--- config.mk ---
export PLATFORM = sky130hd
export DESIGN_NAME = srbt_transceiver
export DESIGN_NICKNAME = d
export VERILOG_FILES = /design/src/srbt_pkg.sv /design/src/srbt_fifo.sv /design/src/srbt_transceiver.sv
export SDC_FILE = /design/constraint.sdc
export NUM_CORES = 1
export LEC_CHECK = 0
export BUFFER_PORTS_ARGS = -buffer_cell sky130_fd_sc_hd__clkbuf_2
export CAP_MARGIN = 5
export CELL_PAD_IN_SITES_DETAIL_PLACEMENT = 1
export CELL_PAD_IN_SITES_GLOBAL_PLACEMENT = 2
export CORE_ASPECT_RATIO = 1.2
export CORE_MARGIN = 2
export CORE_UTILIZATION = 30
export CTS_BUF_LIST = sky130_fd_sc_hd__clkbuf_16
export CTS_CLUSTER_DIAMETER = 50
export DETAILED_ROUTE_END_ITERATION = 6
export PLACE_DENSITY = 0.78
export SLEW_MARGIN = 20
export SYNTH_ARGS = -nofsm -noshare
export SYNTH_HDL_FRONTEND = slang
export SYNTH_HIERARCHICAL = 1
export SYNTH_SLANG_ARGS = --single-unit
--- constraint.sdc ---
create_clock -name i_clock -period 3.7 [get_ports i_clock]
set_clock_uncertainty 0.05 [all_clocks]
set_input_delay 1.11 -clock i_clock [delete_from_list [all_inputs] [get_ports i_clock]]
set_output_delay 1.11 -clock i_clock [all_outputs]
set_load 0.02 [all_outputs]
--- src/srbt_pkg.sv ---
// Purpose: shared constants of the scannable registered bus transceiver
// Assumes: 32-bit AXI4-Lite data, 4-bit byte address
// Notes:   register offsets are byte addresses, one aligned word each
package srbt_pkg;
    localparam int unsigned BITS       = 3;
    localparam int unsigned ADDR_W     = 4;
    localparam int unsigned DATA_W     = 32;
    localparam int unsigned STRB_W     = 4;
    localparam int unsigned FIFO_DEPTH = 4;
    localparam int unsigned FIFO_W     = 2 * BITS;

    // register map
    localparam logic [ADDR_W-1:0] OFF_CTRL   = 4'h0;
    localparam logic [ADDR_W-1:0] OFF_TXDATA = 4'h4;
    localparam logic [ADDR_W-1:0] OFF_STATUS = 4'h8;

    // control fields
    localparam int unsigned CTRL_TX_LOAD   = 0;
    localparam int unsigned CTRL_RX_LOAD   = 1;
    localparam int unsigned CTRL_SCAN      = 2;
    localparam int unsigned CTRL_SYNC_EN   = 3;
    localparam int unsigned CTRL_ASYNC_OFF = 4;
    localparam int unsigned CTRL_PRESET_N  = 5;
    localparam int unsigned CTRL_SERIAL_IN = 6;
    localparam int unsigned CTRL_W         = 7;
    localparam logic [CTRL_W-1:0] CTRL_RESET = 7'h20;

    // transmit data word fields
    localparam int unsigned TX_A_LSB = 0;
    localparam int unsigned TX_B_LSB = 4;

    // status fields
    localparam int unsigned ST_TX_LSB     = 0;
    localparam int unsigned ST_RX_LSB     = 4;
    localparam int unsigned ST_EN_FF      = 8;
    localparam int unsigned ST_DRIVE      = 9;
    localparam int unsigned ST_FIFO_EMPTY = 10;
    localparam int unsigned ST_FIFO_FULL  = 11;

    localparam logic [1:0] RESP_OKAY   = 2'h0;
    localparam logic [1:0] RESP_SLVERR = 2'h2;
endpackage : srbt_pkg

--- src/srbt_fifo.sv ---
// Purpose: small flip-flop FIFO with valid/ready on both sides
// Assumes: synchronous active-high reset, DEPTH of at least 2
// Notes:   in_ready drops when full, so the source really stalls
module srbt_fifo #(
    parameter int unsigned WIDTH = 6,
    parameter int unsigned DEPTH = 4
) (
    // clock and reset
    input  wire logic             i_clock,
    input  wire logic             i_reset,
    // fill side
    input  wire logic             i_in_valid,
    output logic                  o_in_ready,
    input  wire logic [WIDTH-1:0] i_in_data,
    // drain side
    output logic                  o_out_valid,
    input  wire logic             i_out_ready,
    output logic [WIDTH-1:0]      o_out_data
);
    localparam int unsigned PW = $clog2(DEPTH);
    localparam int unsigned CW = $clog2(DEPTH + 1);

    typedef struct packed {
        logic [DEPTH-1:0][WIDTH-1:0] mem;
        logic [PW-1:0]               wr_ptr;
        logic [PW-1:0]               rd_ptr;
        logic [CW-1:0]               count;
    } srbt_fifo_state_s;

    srbt_fifo_state_s s_q;
    srbt_fifo_state_s s_d;
    logic             push;
    logic             pop;

    // wraps explicitly so DEPTH need not be a power of two
    function automatic logic [PW-1:0] next_ptr(input logic [PW-1:0] ptr);
        next_ptr = (ptr == PW'(DEPTH - 1)) ? '0 : ptr + PW'(1);
    endfunction : next_ptr

    assign o_in_ready  = (s_q.count != CW'(DEPTH));
    assign o_out_valid = (s_q.count != '0);
    assign o_out_data  = s_q.mem[s_q.rd_ptr];
    assign push        = i_in_valid && o_in_ready;
    assign pop         = o_out_valid && i_out_ready;

    always_comb
    begin
        s_d = s_q;
        if (push)
        begin
            s_d.mem[s_q.wr_ptr] = i_in_data;
            s_d.wr_ptr          = next_ptr(s_q.wr_ptr);
        end
        if (pop)
        begin
            s_d.rd_ptr = next_ptr(s_q.rd_ptr);
        end
        if (push && !pop)
        begin
            s_d.count = s_q.count + CW'(1);
        end
        else if (pop && !push)
        begin
            s_d.count = s_q.count - CW'(1);
        end
        if (i_reset)
        begin
            s_d = '0;
        end
    end

    always_ff @(posedge i_clock)
    begin
        s_q <= s_d;
    end
endmodule : srbt_fifo

--- src/srbt_transceiver.sv ---
// Purpose: 3-bit registered bus transceiver with scan, behind AXI4-Lite
// Assumes: bus line inputs already synchronous; bench resolves the wire
// Notes:   control bits live in a register, so "at once" means the edge of the write
//
// Contract
// - three transmit registers drive bus lines, three receive registers drive outputs
// - both sides recirculate their value when no load is selected
// - load select high loads new data on the edge, low holds
// - every register, enable flip-flop too, updates on the rising clock edge
// - outside scan the enable flip-flop captures the clocked bus-drive enable
// - asynchronous drive-off turns bus drivers off without waiting for the enable
// - low preset forces the enable flip-flop to enabled, overriding everything; drive-off still turns the drivers off
// - re-enable either by reloading the enable or by preset low
// - scan high makes all data registers one shift chain, low normal
// - each scan edge shifts once, serial in to receive output msb
// - a low bus bit releases the line, a high bit drives it
//
// Our own choices: the AXI4-Lite slave port and the register addresses.
module srbt_transceiver #(
    parameter int unsigned FIFO_DEPTH = srbt_pkg::FIFO_DEPTH
) (
    // clock and reset
    input  wire logic                        i_clock,
    input  wire logic                        i_reset,
    // axi4-lite write address
    input  wire logic [srbt_pkg::ADDR_W-1:0] i_awaddr,
    input  wire logic                        i_awvalid,
    output logic                             o_awready,
    // axi4-lite write data
    input  wire logic [srbt_pkg::DATA_W-1:0] i_wdata,
    input  wire logic [srbt_pkg::STRB_W-1:0] i_wstrb,
    input  wire logic                        i_wvalid,
    output logic                             o_wready,
    // axi4-lite write response
    output logic [1:0]                       o_bresp,
    output logic                             o_bvalid,
    input  wire logic                        i_bready,
    // axi4-lite read address
    input  wire logic [srbt_pkg::ADDR_W-1:0] i_araddr,
    input  wire logic                        i_arvalid,
    output logic                             o_arready,
    // axi4-lite read data
    output logic [srbt_pkg::DATA_W-1:0]      o_rdata,
    output logic [1:0]                       o_rresp,
    output logic                             o_rvalid,
    input  wire logic                        i_rready,
    // cutoff bus lines
    input  wire logic [srbt_pkg::BITS-1:0]   i_bus_line,
    output logic [srbt_pkg::BITS-1:0]        o_bus_line,
    output logic [srbt_pkg::BITS-1:0]        o_bus_line_oe_n,
    // receive outputs, msb doubles as serial out
    output logic [srbt_pkg::BITS-1:0]        o_receive_out
);
    localparam int unsigned B = srbt_pkg::BITS;

    typedef struct packed {
        logic [srbt_pkg::CTRL_W-1:0] ctrl;
        logic [B-1:0]                tx;
        logic [B-1:0]                rx;
        logic                        en_ff;
        logic [B-1:0]                bus_out;
        logic [B-1:0]                bus_oe_n;
        logic                        aw_have;
        logic [srbt_pkg::ADDR_W-1:0] awaddr;
        logic                        w_have;
        logic [srbt_pkg::DATA_W-1:0] wdata;
        logic [srbt_pkg::STRB_W-1:0] wstrb;
        logic                        awready;
        logic                        wready;
        logic                        bvalid;
        logic [1:0]                  bresp;
        logic                        arready;
        logic                        rvalid;
        logic [srbt_pkg::DATA_W-1:0] rdata;
        logic [1:0]                  rresp;
    } srbt_state_s;

    srbt_state_s                   s_q;
    srbt_state_s                   s_d;
    logic                          fifo_wr_valid;
    logic                          fifo_wr_ready;
    logic [srbt_pkg::FIFO_W-1:0]   fifo_wr_data;
    logic                          fifo_rd_valid;
    logic                          fifo_rd_ready;
    logic [srbt_pkg::FIFO_W-1:0]   fifo_rd_data;
    logic                          wr_both;

    assign wr_both       = s_q.aw_have && s_q.w_have && !s_q.bvalid;
    // a full fifo holds the write response back until the core drains a word
    assign fifo_wr_valid = wr_both && (s_q.awaddr == srbt_pkg::OFF_TXDATA) && s_q.wstrb[0];
    assign fifo_wr_data  = {s_q.wdata[srbt_pkg::TX_B_LSB +: B],
                            s_q.wdata[srbt_pkg::TX_A_LSB +: B]};
    assign fifo_rd_ready = s_q.ctrl[srbt_pkg::CTRL_TX_LOAD] && !s_q.ctrl[srbt_pkg::CTRL_SCAN];

    srbt_fifo #(
        .WIDTH (srbt_pkg::FIFO_W),
        .DEPTH (FIFO_DEPTH)
    ) u_fifo (
        .i_clock     (i_clock),
        .i_reset     (i_reset),
        .i_in_valid  (fifo_wr_valid),
        .o_in_ready  (fifo_wr_ready),
        .i_in_data   (fifo_wr_data),
        .o_out_valid (fifo_rd_valid),
        .i_out_ready (fifo_rd_ready),
        .o_out_data  (fifo_rd_data)
    );

    // fifo level flags; the data port and the status word both show them
    function automatic logic [srbt_pkg::DATA_W-1:0] fifo_word(
        input logic empty,
        input logic full
    );
        logic [srbt_pkg::DATA_W-1:0] w;
        w                          = '0;
        w[srbt_pkg::ST_FIFO_EMPTY] = empty;
        w[srbt_pkg::ST_FIFO_FULL]  = full;
        return w;
    endfunction : fifo_word

    // snapshot of the core as it stood before the edge that takes the address
    function automatic logic [srbt_pkg::DATA_W-1:0] status_word(
        input logic [B-1:0] tx,
        input logic [B-1:0] rx,
        input logic         en_ff,
        input logic [B-1:0] oe_n,
        input logic         empty,
        input logic         full
    );
        logic [srbt_pkg::DATA_W-1:0] w;
        w                           = fifo_word(empty, full);
        w[srbt_pkg::ST_TX_LSB +: B] = tx;
        w[srbt_pkg::ST_RX_LSB +: B] = rx;
        w[srbt_pkg::ST_EN_FF]       = en_ff;
        // one driving line is enough; bits that are released do not count
        w[srbt_pkg::ST_DRIVE]       = (oe_n != '1);
        return w;
    endfunction : status_word

    // drive-off wins over both the enable flip-flop and the preset
    function automatic logic drive_on(
        input logic en_ff,
        input logic preset_n,
        input logic drive_off
    );
        return (en_ff || !preset_n) && !drive_off;
    endfunction : drive_on

    // preset is an overriding set, so the clocked enable is ignored while it is low
    function automatic logic next_en_ff(
        input logic preset_n,
        input logic sync_en
    );
        logic en;
        if (!preset_n)
        begin
            en = 1'b1;
        end
        else
        begin
            en = sync_en;
        end
        return en;
    endfunction : next_en_ff

    always_comb
    begin
        logic drive;
        drive = 1'b0;
        s_d   = s_q;

        // write channels are taken independently, in either order
        if (s_q.awready && i_awvalid)
        begin
            s_d.aw_have = 1'b1;
            s_d.awaddr  = i_awaddr;
        end
        if (s_q.wready && i_wvalid)
        begin
            s_d.w_have = 1'b1;
            s_d.wdata  = i_wdata;
            s_d.wstrb  = i_wstrb;
        end
        if (wr_both && (!fifo_wr_valid || fifo_wr_ready))
        begin
            s_d.aw_have = 1'b0;
            s_d.w_have  = 1'b0;
            s_d.bvalid  = 1'b1;
            s_d.bresp   = srbt_pkg::RESP_OKAY;
            if (s_q.awaddr == srbt_pkg::OFF_CTRL)
            begin
                if (s_q.wstrb[0])
                begin
                    s_d.ctrl = s_q.wdata[srbt_pkg::CTRL_W-1:0];
                end
            end
            else if (s_q.awaddr == srbt_pkg::OFF_TXDATA)
            begin
                s_d.bresp = srbt_pkg::RESP_OKAY;
            end
            else if (s_q.awaddr == srbt_pkg::OFF_STATUS)
            begin
                s_d.bresp = srbt_pkg::RESP_OKAY;
            end
            else
            begin
                s_d.bresp = srbt_pkg::RESP_SLVERR;
            end
        end
        if (s_q.bvalid && i_bready)
        begin
            s_d.bvalid = 1'b0;
        end
        s_d.awready = !s_d.aw_have && !s_d.bvalid;
        s_d.wready  = !s_d.w_have && !s_d.bvalid;

        // read channel
        if (s_q.arready && i_arvalid)
        begin
            s_d.arready = 1'b0;
            s_d.rvalid  = 1'b1;
            s_d.rdata   = '0;
            s_d.rresp   = srbt_pkg::RESP_OKAY;
            if (i_araddr == srbt_pkg::OFF_CTRL)
            begin
                s_d.rdata[srbt_pkg::CTRL_W-1:0] = s_q.ctrl;
            end
            else if (i_araddr == srbt_pkg::OFF_TXDATA)
            begin
                s_d.rdata = fifo_word(!fifo_rd_valid, !fifo_wr_ready);
            end
            else if (i_araddr == srbt_pkg::OFF_STATUS)
            begin
                s_d.rdata = status_word(s_q.tx, s_q.rx, s_q.en_ff, s_q.bus_oe_n,
                                        !fifo_rd_valid, !fifo_wr_ready);
            end
            else
            begin
                s_d.rresp = srbt_pkg::RESP_SLVERR;
            end
        end
        if (s_q.rvalid && i_rready)
        begin
            s_d.rvalid  = 1'b0;
            s_d.arready = 1'b1;
        end

        // data registers; the defaults above recirculate them
        if (s_q.ctrl[srbt_pkg::CTRL_SCAN])
        begin
            s_d.tx = {s_q.tx[B-2:0], s_q.ctrl[srbt_pkg::CTRL_SERIAL_IN]};
            s_d.rx = {s_q.rx[B-2:0], s_q.tx[B-1]};
        end
        else
        begin
            // load with an empty fifo holds, since no new data exists yet
            if (s_q.ctrl[srbt_pkg::CTRL_TX_LOAD] && fifo_rd_valid)
            begin
                s_d.tx = fifo_rd_data[B-1:0] | fifo_rd_data[2*B-1:B];
            end
            if (s_q.ctrl[srbt_pkg::CTRL_RX_LOAD])
            begin
                s_d.rx = i_bus_line;
            end
        end

        // enable flip-flop keeps loading in scan too
        s_d.en_ff = next_en_ff(s_q.ctrl[srbt_pkg::CTRL_PRESET_N],
                               s_q.ctrl[srbt_pkg::CTRL_SYNC_EN]);
        // preset and drive-off act on their new values, not through the enable edge
        drive = drive_on(s_d.en_ff, s_d.ctrl[srbt_pkg::CTRL_PRESET_N],
                         s_d.ctrl[srbt_pkg::CTRL_ASYNC_OFF]);
        s_d.bus_out  = s_d.tx;
        s_d.bus_oe_n = ~(s_d.tx & {B{drive}});

        if (i_reset)
        begin
            s_d          = '0;
            s_d.ctrl     = srbt_pkg::CTRL_RESET;
            s_d.awready  = 1'b1;
            s_d.wready   = 1'b1;
            s_d.arready  = 1'b1;
            s_d.bus_oe_n = '1;
        end
    end

    always_ff @(posedge i_clock)
    begin
        s_q <= s_d;
    end

    assign o_awready       = s_q.awready;
    assign o_wready        = s_q.wready;
    assign o_bresp         = s_q.bresp;
    assign o_bvalid        = s_q.bvalid;
    assign o_arready       = s_q.arready;
    assign o_rdata         = s_q.rdata;
    assign o_rresp         = s_q.rresp;
    assign o_rvalid        = s_q.rvalid;
    assign o_bus_line      = s_q.bus_out;
    assign o_bus_line_oe_n = s_q.bus_oe_n;
    assign o_receive_out   = s_q.rx;
endmodule : srbt_transceiver

=== Word-level counts from Yosys, hierarchy flattened ===
Cells that the tools add are included.

* Register bits after elaboration: 131
* Input port bits: 54

* Add/sub/neg operators: 4
* Bitwise gates (word level): 3
* Reduce and logical (&&, ||, !) cells: 41
* Equality and inequality tests: 8
* Mux-type cells: 32
* Order comparisons: 3

{| class="wikitable"
|+ Operators with widths
! cell !! number
|-
| $mux 37 || 1
|-
| $mux 6 || 6
|-
| $mux 25 || 1
|-
| $bwmux 24 || 1
|-
| $mux 12 || 2
|-
| $logic_and 1x1->1 || 20
|-
| $mux 2 || 8
|-
| $mux 3 || 5
|-
| $bmux 6 s2 || 1
|-
| $demux 6 s2 || 1
|-
| $logic_not 1->1 || 12
|-
| $eq 4x3->1 const B || 2
|-
| $eq 4x4->1 const B || 2
|-
| $logic_not 4->1 || 2
|-
| $mux 7 || 1
|-
| $lt 2x3->1 const B || 2
|-
| $ne 3x3->1 const B || 2
|-
| $mux 5 || 1
|-
| $add 2x1->2 const B || 2
|-
| $eq 2x2->1 const B || 2
|-
| $mux 1 || 4
|-
| $reduce_bool 2->1 || 2
|-
| $add 3x1->3 const B || 1
|-
| $and 3x3->3 || 1
|-
| 8 further kinds || 9
|}

=== Logic depth before layout (Yosys ltp) ===
* Word-level depth: 13
* Depth in mapped cells: 11
* Gate-level depth less buffers: 9

=== By module ===
The synthesis kept the hierarchy.

{| class="wikitable"
|+ By module, submodules not included
! module !! instances !! cells an instance !! area each (sq um)
|-
| srbt_transceiver || 1 || 272 || 2421.1
|-
| srbt_fifo || 1 || 136 || 1524.0
|}

=== Least setup slack after synthesis ===
Ideal clock, no wire load.

* Path kind: register -> register
* Start: reg s_q[81] (netlist name)
* End: reg u_fifo/s_q[2] (netlist name)
* Data arrival time: 2.740 ns
* Path slack: 0.840 ns
* Cell stages (with the launch flop): 12
* Buffers on the path: 2
* Library setup time: 0.070 ns
* Cells stage by stage: dfxtp_1 > or4b_1 > buf_6 > nor3_1 > clkbuf_1 > and2_1 > ha_1 > inv_1 > fa_1 > xor2_1 > or3_1 > a21oi_1

* Longest elaborated chain between the ends: 7
* Elaborated cells on any way between the ends: 9

{| class="wikitable"
|+ Ends and longest elaborated chain
! item !! line !! RTL
|-
| from (decl) || srbt_transceiver.sv:78 || <nowiki>srbt_state_s s_q;</nowiki>
|-
| from (signal assigned) || srbt_transceiver.sv:289 || <nowiki>s_q <= s_d;</nowiki>
|-
| $eq 4x3->1 * || srbt_transceiver.sv:90 || <nowiki>assign fifo_wr_valid = wr_both && (s_q.awaddr == srbt_pkg::OFF_TXDATA) && s_q.wstrb[0];</nowiki>
|-
| $logic_and 1x1->1 * (2 in series) || srbt_transceiver.sv:90 ||
|-
| via fifo_wr_valid || srbt_transceiver.sv:80 || <nowiki>logic fifo_wr_valid;</nowiki>
|-
| $logic_and 1x1->1 * || srbt_fifo.sv:43 || <nowiki>assign push = i_in_valid && o_in_ready;</nowiki>
|-
| via u_fifo.push || srbt_fifo.sv:32 || <nowiki>logic push;</nowiki>
|-
| $logic_not 1->1 || srbt_fifo.sv:62 || <nowiki>else if (pop && !push)</nowiki>
|-
| $logic_and 1x1->1 || srbt_fifo.sv:62 ||
|-
| $reduce_bool 2->1 (no line) || - ||
|-
| to (signal assigned) || srbt_fifo.sv:74 || <nowiki>s_q <= s_d;</nowiki>
|-
| to (decl) || srbt_fifo.sv:30 || <nowiki>srbt_fifo_state_s s_q;</nowiki>
|}

The timed path passes the listed nets; every way through them passes the cells marked *.
A chain may end at the register's enable or synchronous reset.

=== Worst setup path after layout ===
Ends and elaborated chain as after synthesis.

==> out/summary.txt <==
Register area share after synthesis -> 0.406
Top-area cell type share of the netlist area -> 0.406
GR Overflow Total -> 0
R2R depth -> 10
CP Data Arrival Time -> 3170 ps
Post-Route Setup TNS -> 0 ps
FF+latch count, synth -> 80
Worst VDD drop -> 0.000173 V
Root Buffer -> clkbuf_16
Post-CTS setup buffer count -> 0
# IOs -> 104
First-pass GRT wire length -> 14900 um
FP Rows -> 45
Top cells by area, synth -> dfxtp_1 41%, buf_4 8.8%, mux2i_1 7.4%, nand2b_1 4.9%, mux4_2 3.4%
Initial Util -> 0.310
CTS tree -> yes
CTS HTree Levels -> 3
Synth unique cells -> 46
Fillers -> 1494
Post-layout min period -> 2960 ps
Met3 routed WL -> 337 um
Beginning of the worst hold path -> o_rdata[9]
DRT iter0 DRCs -> 117
Max FO, Critical Path -> 10
Wire length on met2 -> 4460 um
Unrepaired setup endpoints after global routing -> false
DPL Wire Length -> 6750 um
Final worst-path cycle share -> 0.799
Cts bufs inserted -> 9
Core Area -> 12700 um^2
WP data required -> 3920 ps
Residual DRC -> 0
Area growth, synth to finish -> 11.3%
Ys async rst share -> 0
Lkg Pwr -> 1.79 nW
CTS Hold Buffers Added -> 0
Final setup vio count -> 0
CP endpoint kind -> flop
Avg Cell Area, Syn -> 9.67 um^2
Hold path depth -> 2
Hold Path Sink -> o_rdata[9]
Die area -> 14100 um^2
Worst-margin pin slew -> 793 ps
Worst-skew pair later-pin latency -> 340 ps
Layout cells sized above 1 -> 0.228
Ys flop type -> dfxtp_1
Die width -> 109 um
Status -> complete, no violations
Port-buffer cells -> 52
Commonest cells in the netlist -> 80 x dfxtp_1, 46 x buf_4, 31 x nand2b_1
Synth area leader -> dfxtp_1
TritonCTS Sinks -> 80
Pins over their slew limit -> 0
Post_cts resized -> 0
Fmax achieved -> 338 MHz
Warnings, synthesis -> 6
Drt total wl -> 9310 um
Clk slew on worst S/H paths -> 70 ps
EDFF count, synth -> 0
Crit path kind -> reg -> reg
Crit start category -> flop
Cell count after synthesis -> 408
Reg2reg start -> s_q[81]
Routed WL per cell -> 15.5 um
Vias -> 2924
Mapped Area -> 3950 um^2
CTS max path bufs -> 2
Die height -> 130 um
GRT Total Usage -> 0.137
Routability cong. -> 0.734
Fin nets -> 491
Relative slew slack -> 0.470
Fin. Hold Viols -> 0
Hold/Removal Path Class -> reg -> reg
Reg-to-Reg End -> u_fifo/s_q[2]
Pwr per Cell Area -> 440 nW/um^2
N_diodes -> 0
Vias per cell -> 4.88
Post-Route Utilization -> 0.345
DR top layer -> met4
Initial antenna violation count -> 0
R2R setup slack -> 740 ps
Final ANT Viol Nets -> 0
Largest net degree at the start of global routing -> 26
Number of global-route vias before repair -> 2881
Met1 WL -> 4430 um
Max cap viols -> 0
Top-count cell post-synth -> dfxtp_1
Drt first pass iters -> 4
cells by family after synthesis:
group,Yosys count,synth area share
mux,45,0.136
simple gates,128,0.185
other cells,1,0.000951
buf+inv,83,0.129
compound gates,61,0.112
xor+xnor,3,0.00666
flops,80,0.406
fa+ha+maj,7,0.0241
per-stage QoR:
step                      cell area [um^2]  power (mW)  std cells  setup slack [ps]  hold WS (ps)
after floorplan                       4030        1.03        430               840           382
after global placement                4090        1.05        583               763           392
after detailed placement              4090        1.05        583               740           405
after CTS                             4390        1.96        599               727           415
after global routing                  4390        2.02        599               592           447
final                                 4390        1.93        599               744           406
cell type report:
class                      instances  area (um^2)  area share
multi-input combinational        267         1920       0.437
clock inverter                     7         78.8      0.0180
sequential                        80         1600       0.365
tap                              164          205      0.0468
timing repair buffer              59          313      0.0713
inverter                          13         48.8      0.0111
clock buffer                       9          225      0.0513
flip-flops by register name, indices dropped and copies added (netlist names):
signal,count
o_receive_out,3
fifo_wr_data,6
u_fifo/s_q,31
o_rdata,11
o_awready,1
s_q,16
o_bus_line,3
o_wready,1
o_bresp,1
o_rresp,1
o_rvalid,1
o_bvalid,1
o_arready,1
o_bus_line_oe_n,3
worst max-delay path, stage by stage, from the launching register on:
cell and delay [ps]:
dfxtp_1 340, or4b_1 510, buf_4 200, nor3_1 300, and2_1 260, ha_1 200, inv_1 60, fa_1 370
xor2_1 160, or3_1 300, a21oi_1 130
per-layer routing:
layer  GRT usage  vias to the layer above
met5           0                        -
li1            -                     1420
met2       0.223                       65
met3      0.0307                        4
met4      0.0452                        0
met1       0.179                     1435
worst max path at each step:
stage | from | to
floorplan | s_q[81] | u_fifo/s_q[2]
global placement | s_q[81] | u_fifo/s_q[2]
CTS | s_q[81] | u_fifo/s_q[2]
finish | s_q[81] | u_fifo/s_q[2]
global route | s_q[81] | u_fifo/s_q[2]
detailed placement | s_q[81] | u_fifo/s_q[2]
layout by cell type (no fill, tap or decap), types with 10 or more instances in the layout:
cell,count
a21oi_1,26
clkbuf_2,52
conb_1,23
dfxtp_1,80
inv_1,11
mux2_2,10
mux2i_1,29
nand2_1,23
nand2b_1,31
nand3_1,17
nor2_1,17
power breakdown:
part | switching, mW | total, mW | leakage (nW) | internal, mW
clock | 0.370 | 0.898 | 0.139 | 0.528
combinational | 0.0900 | 0.133 | 1.00 | 0.0433
sequential | 0.0208 | 0.899 | 0.648 | 0.878
Note: power is estimated with default switching activity, not from simulation.
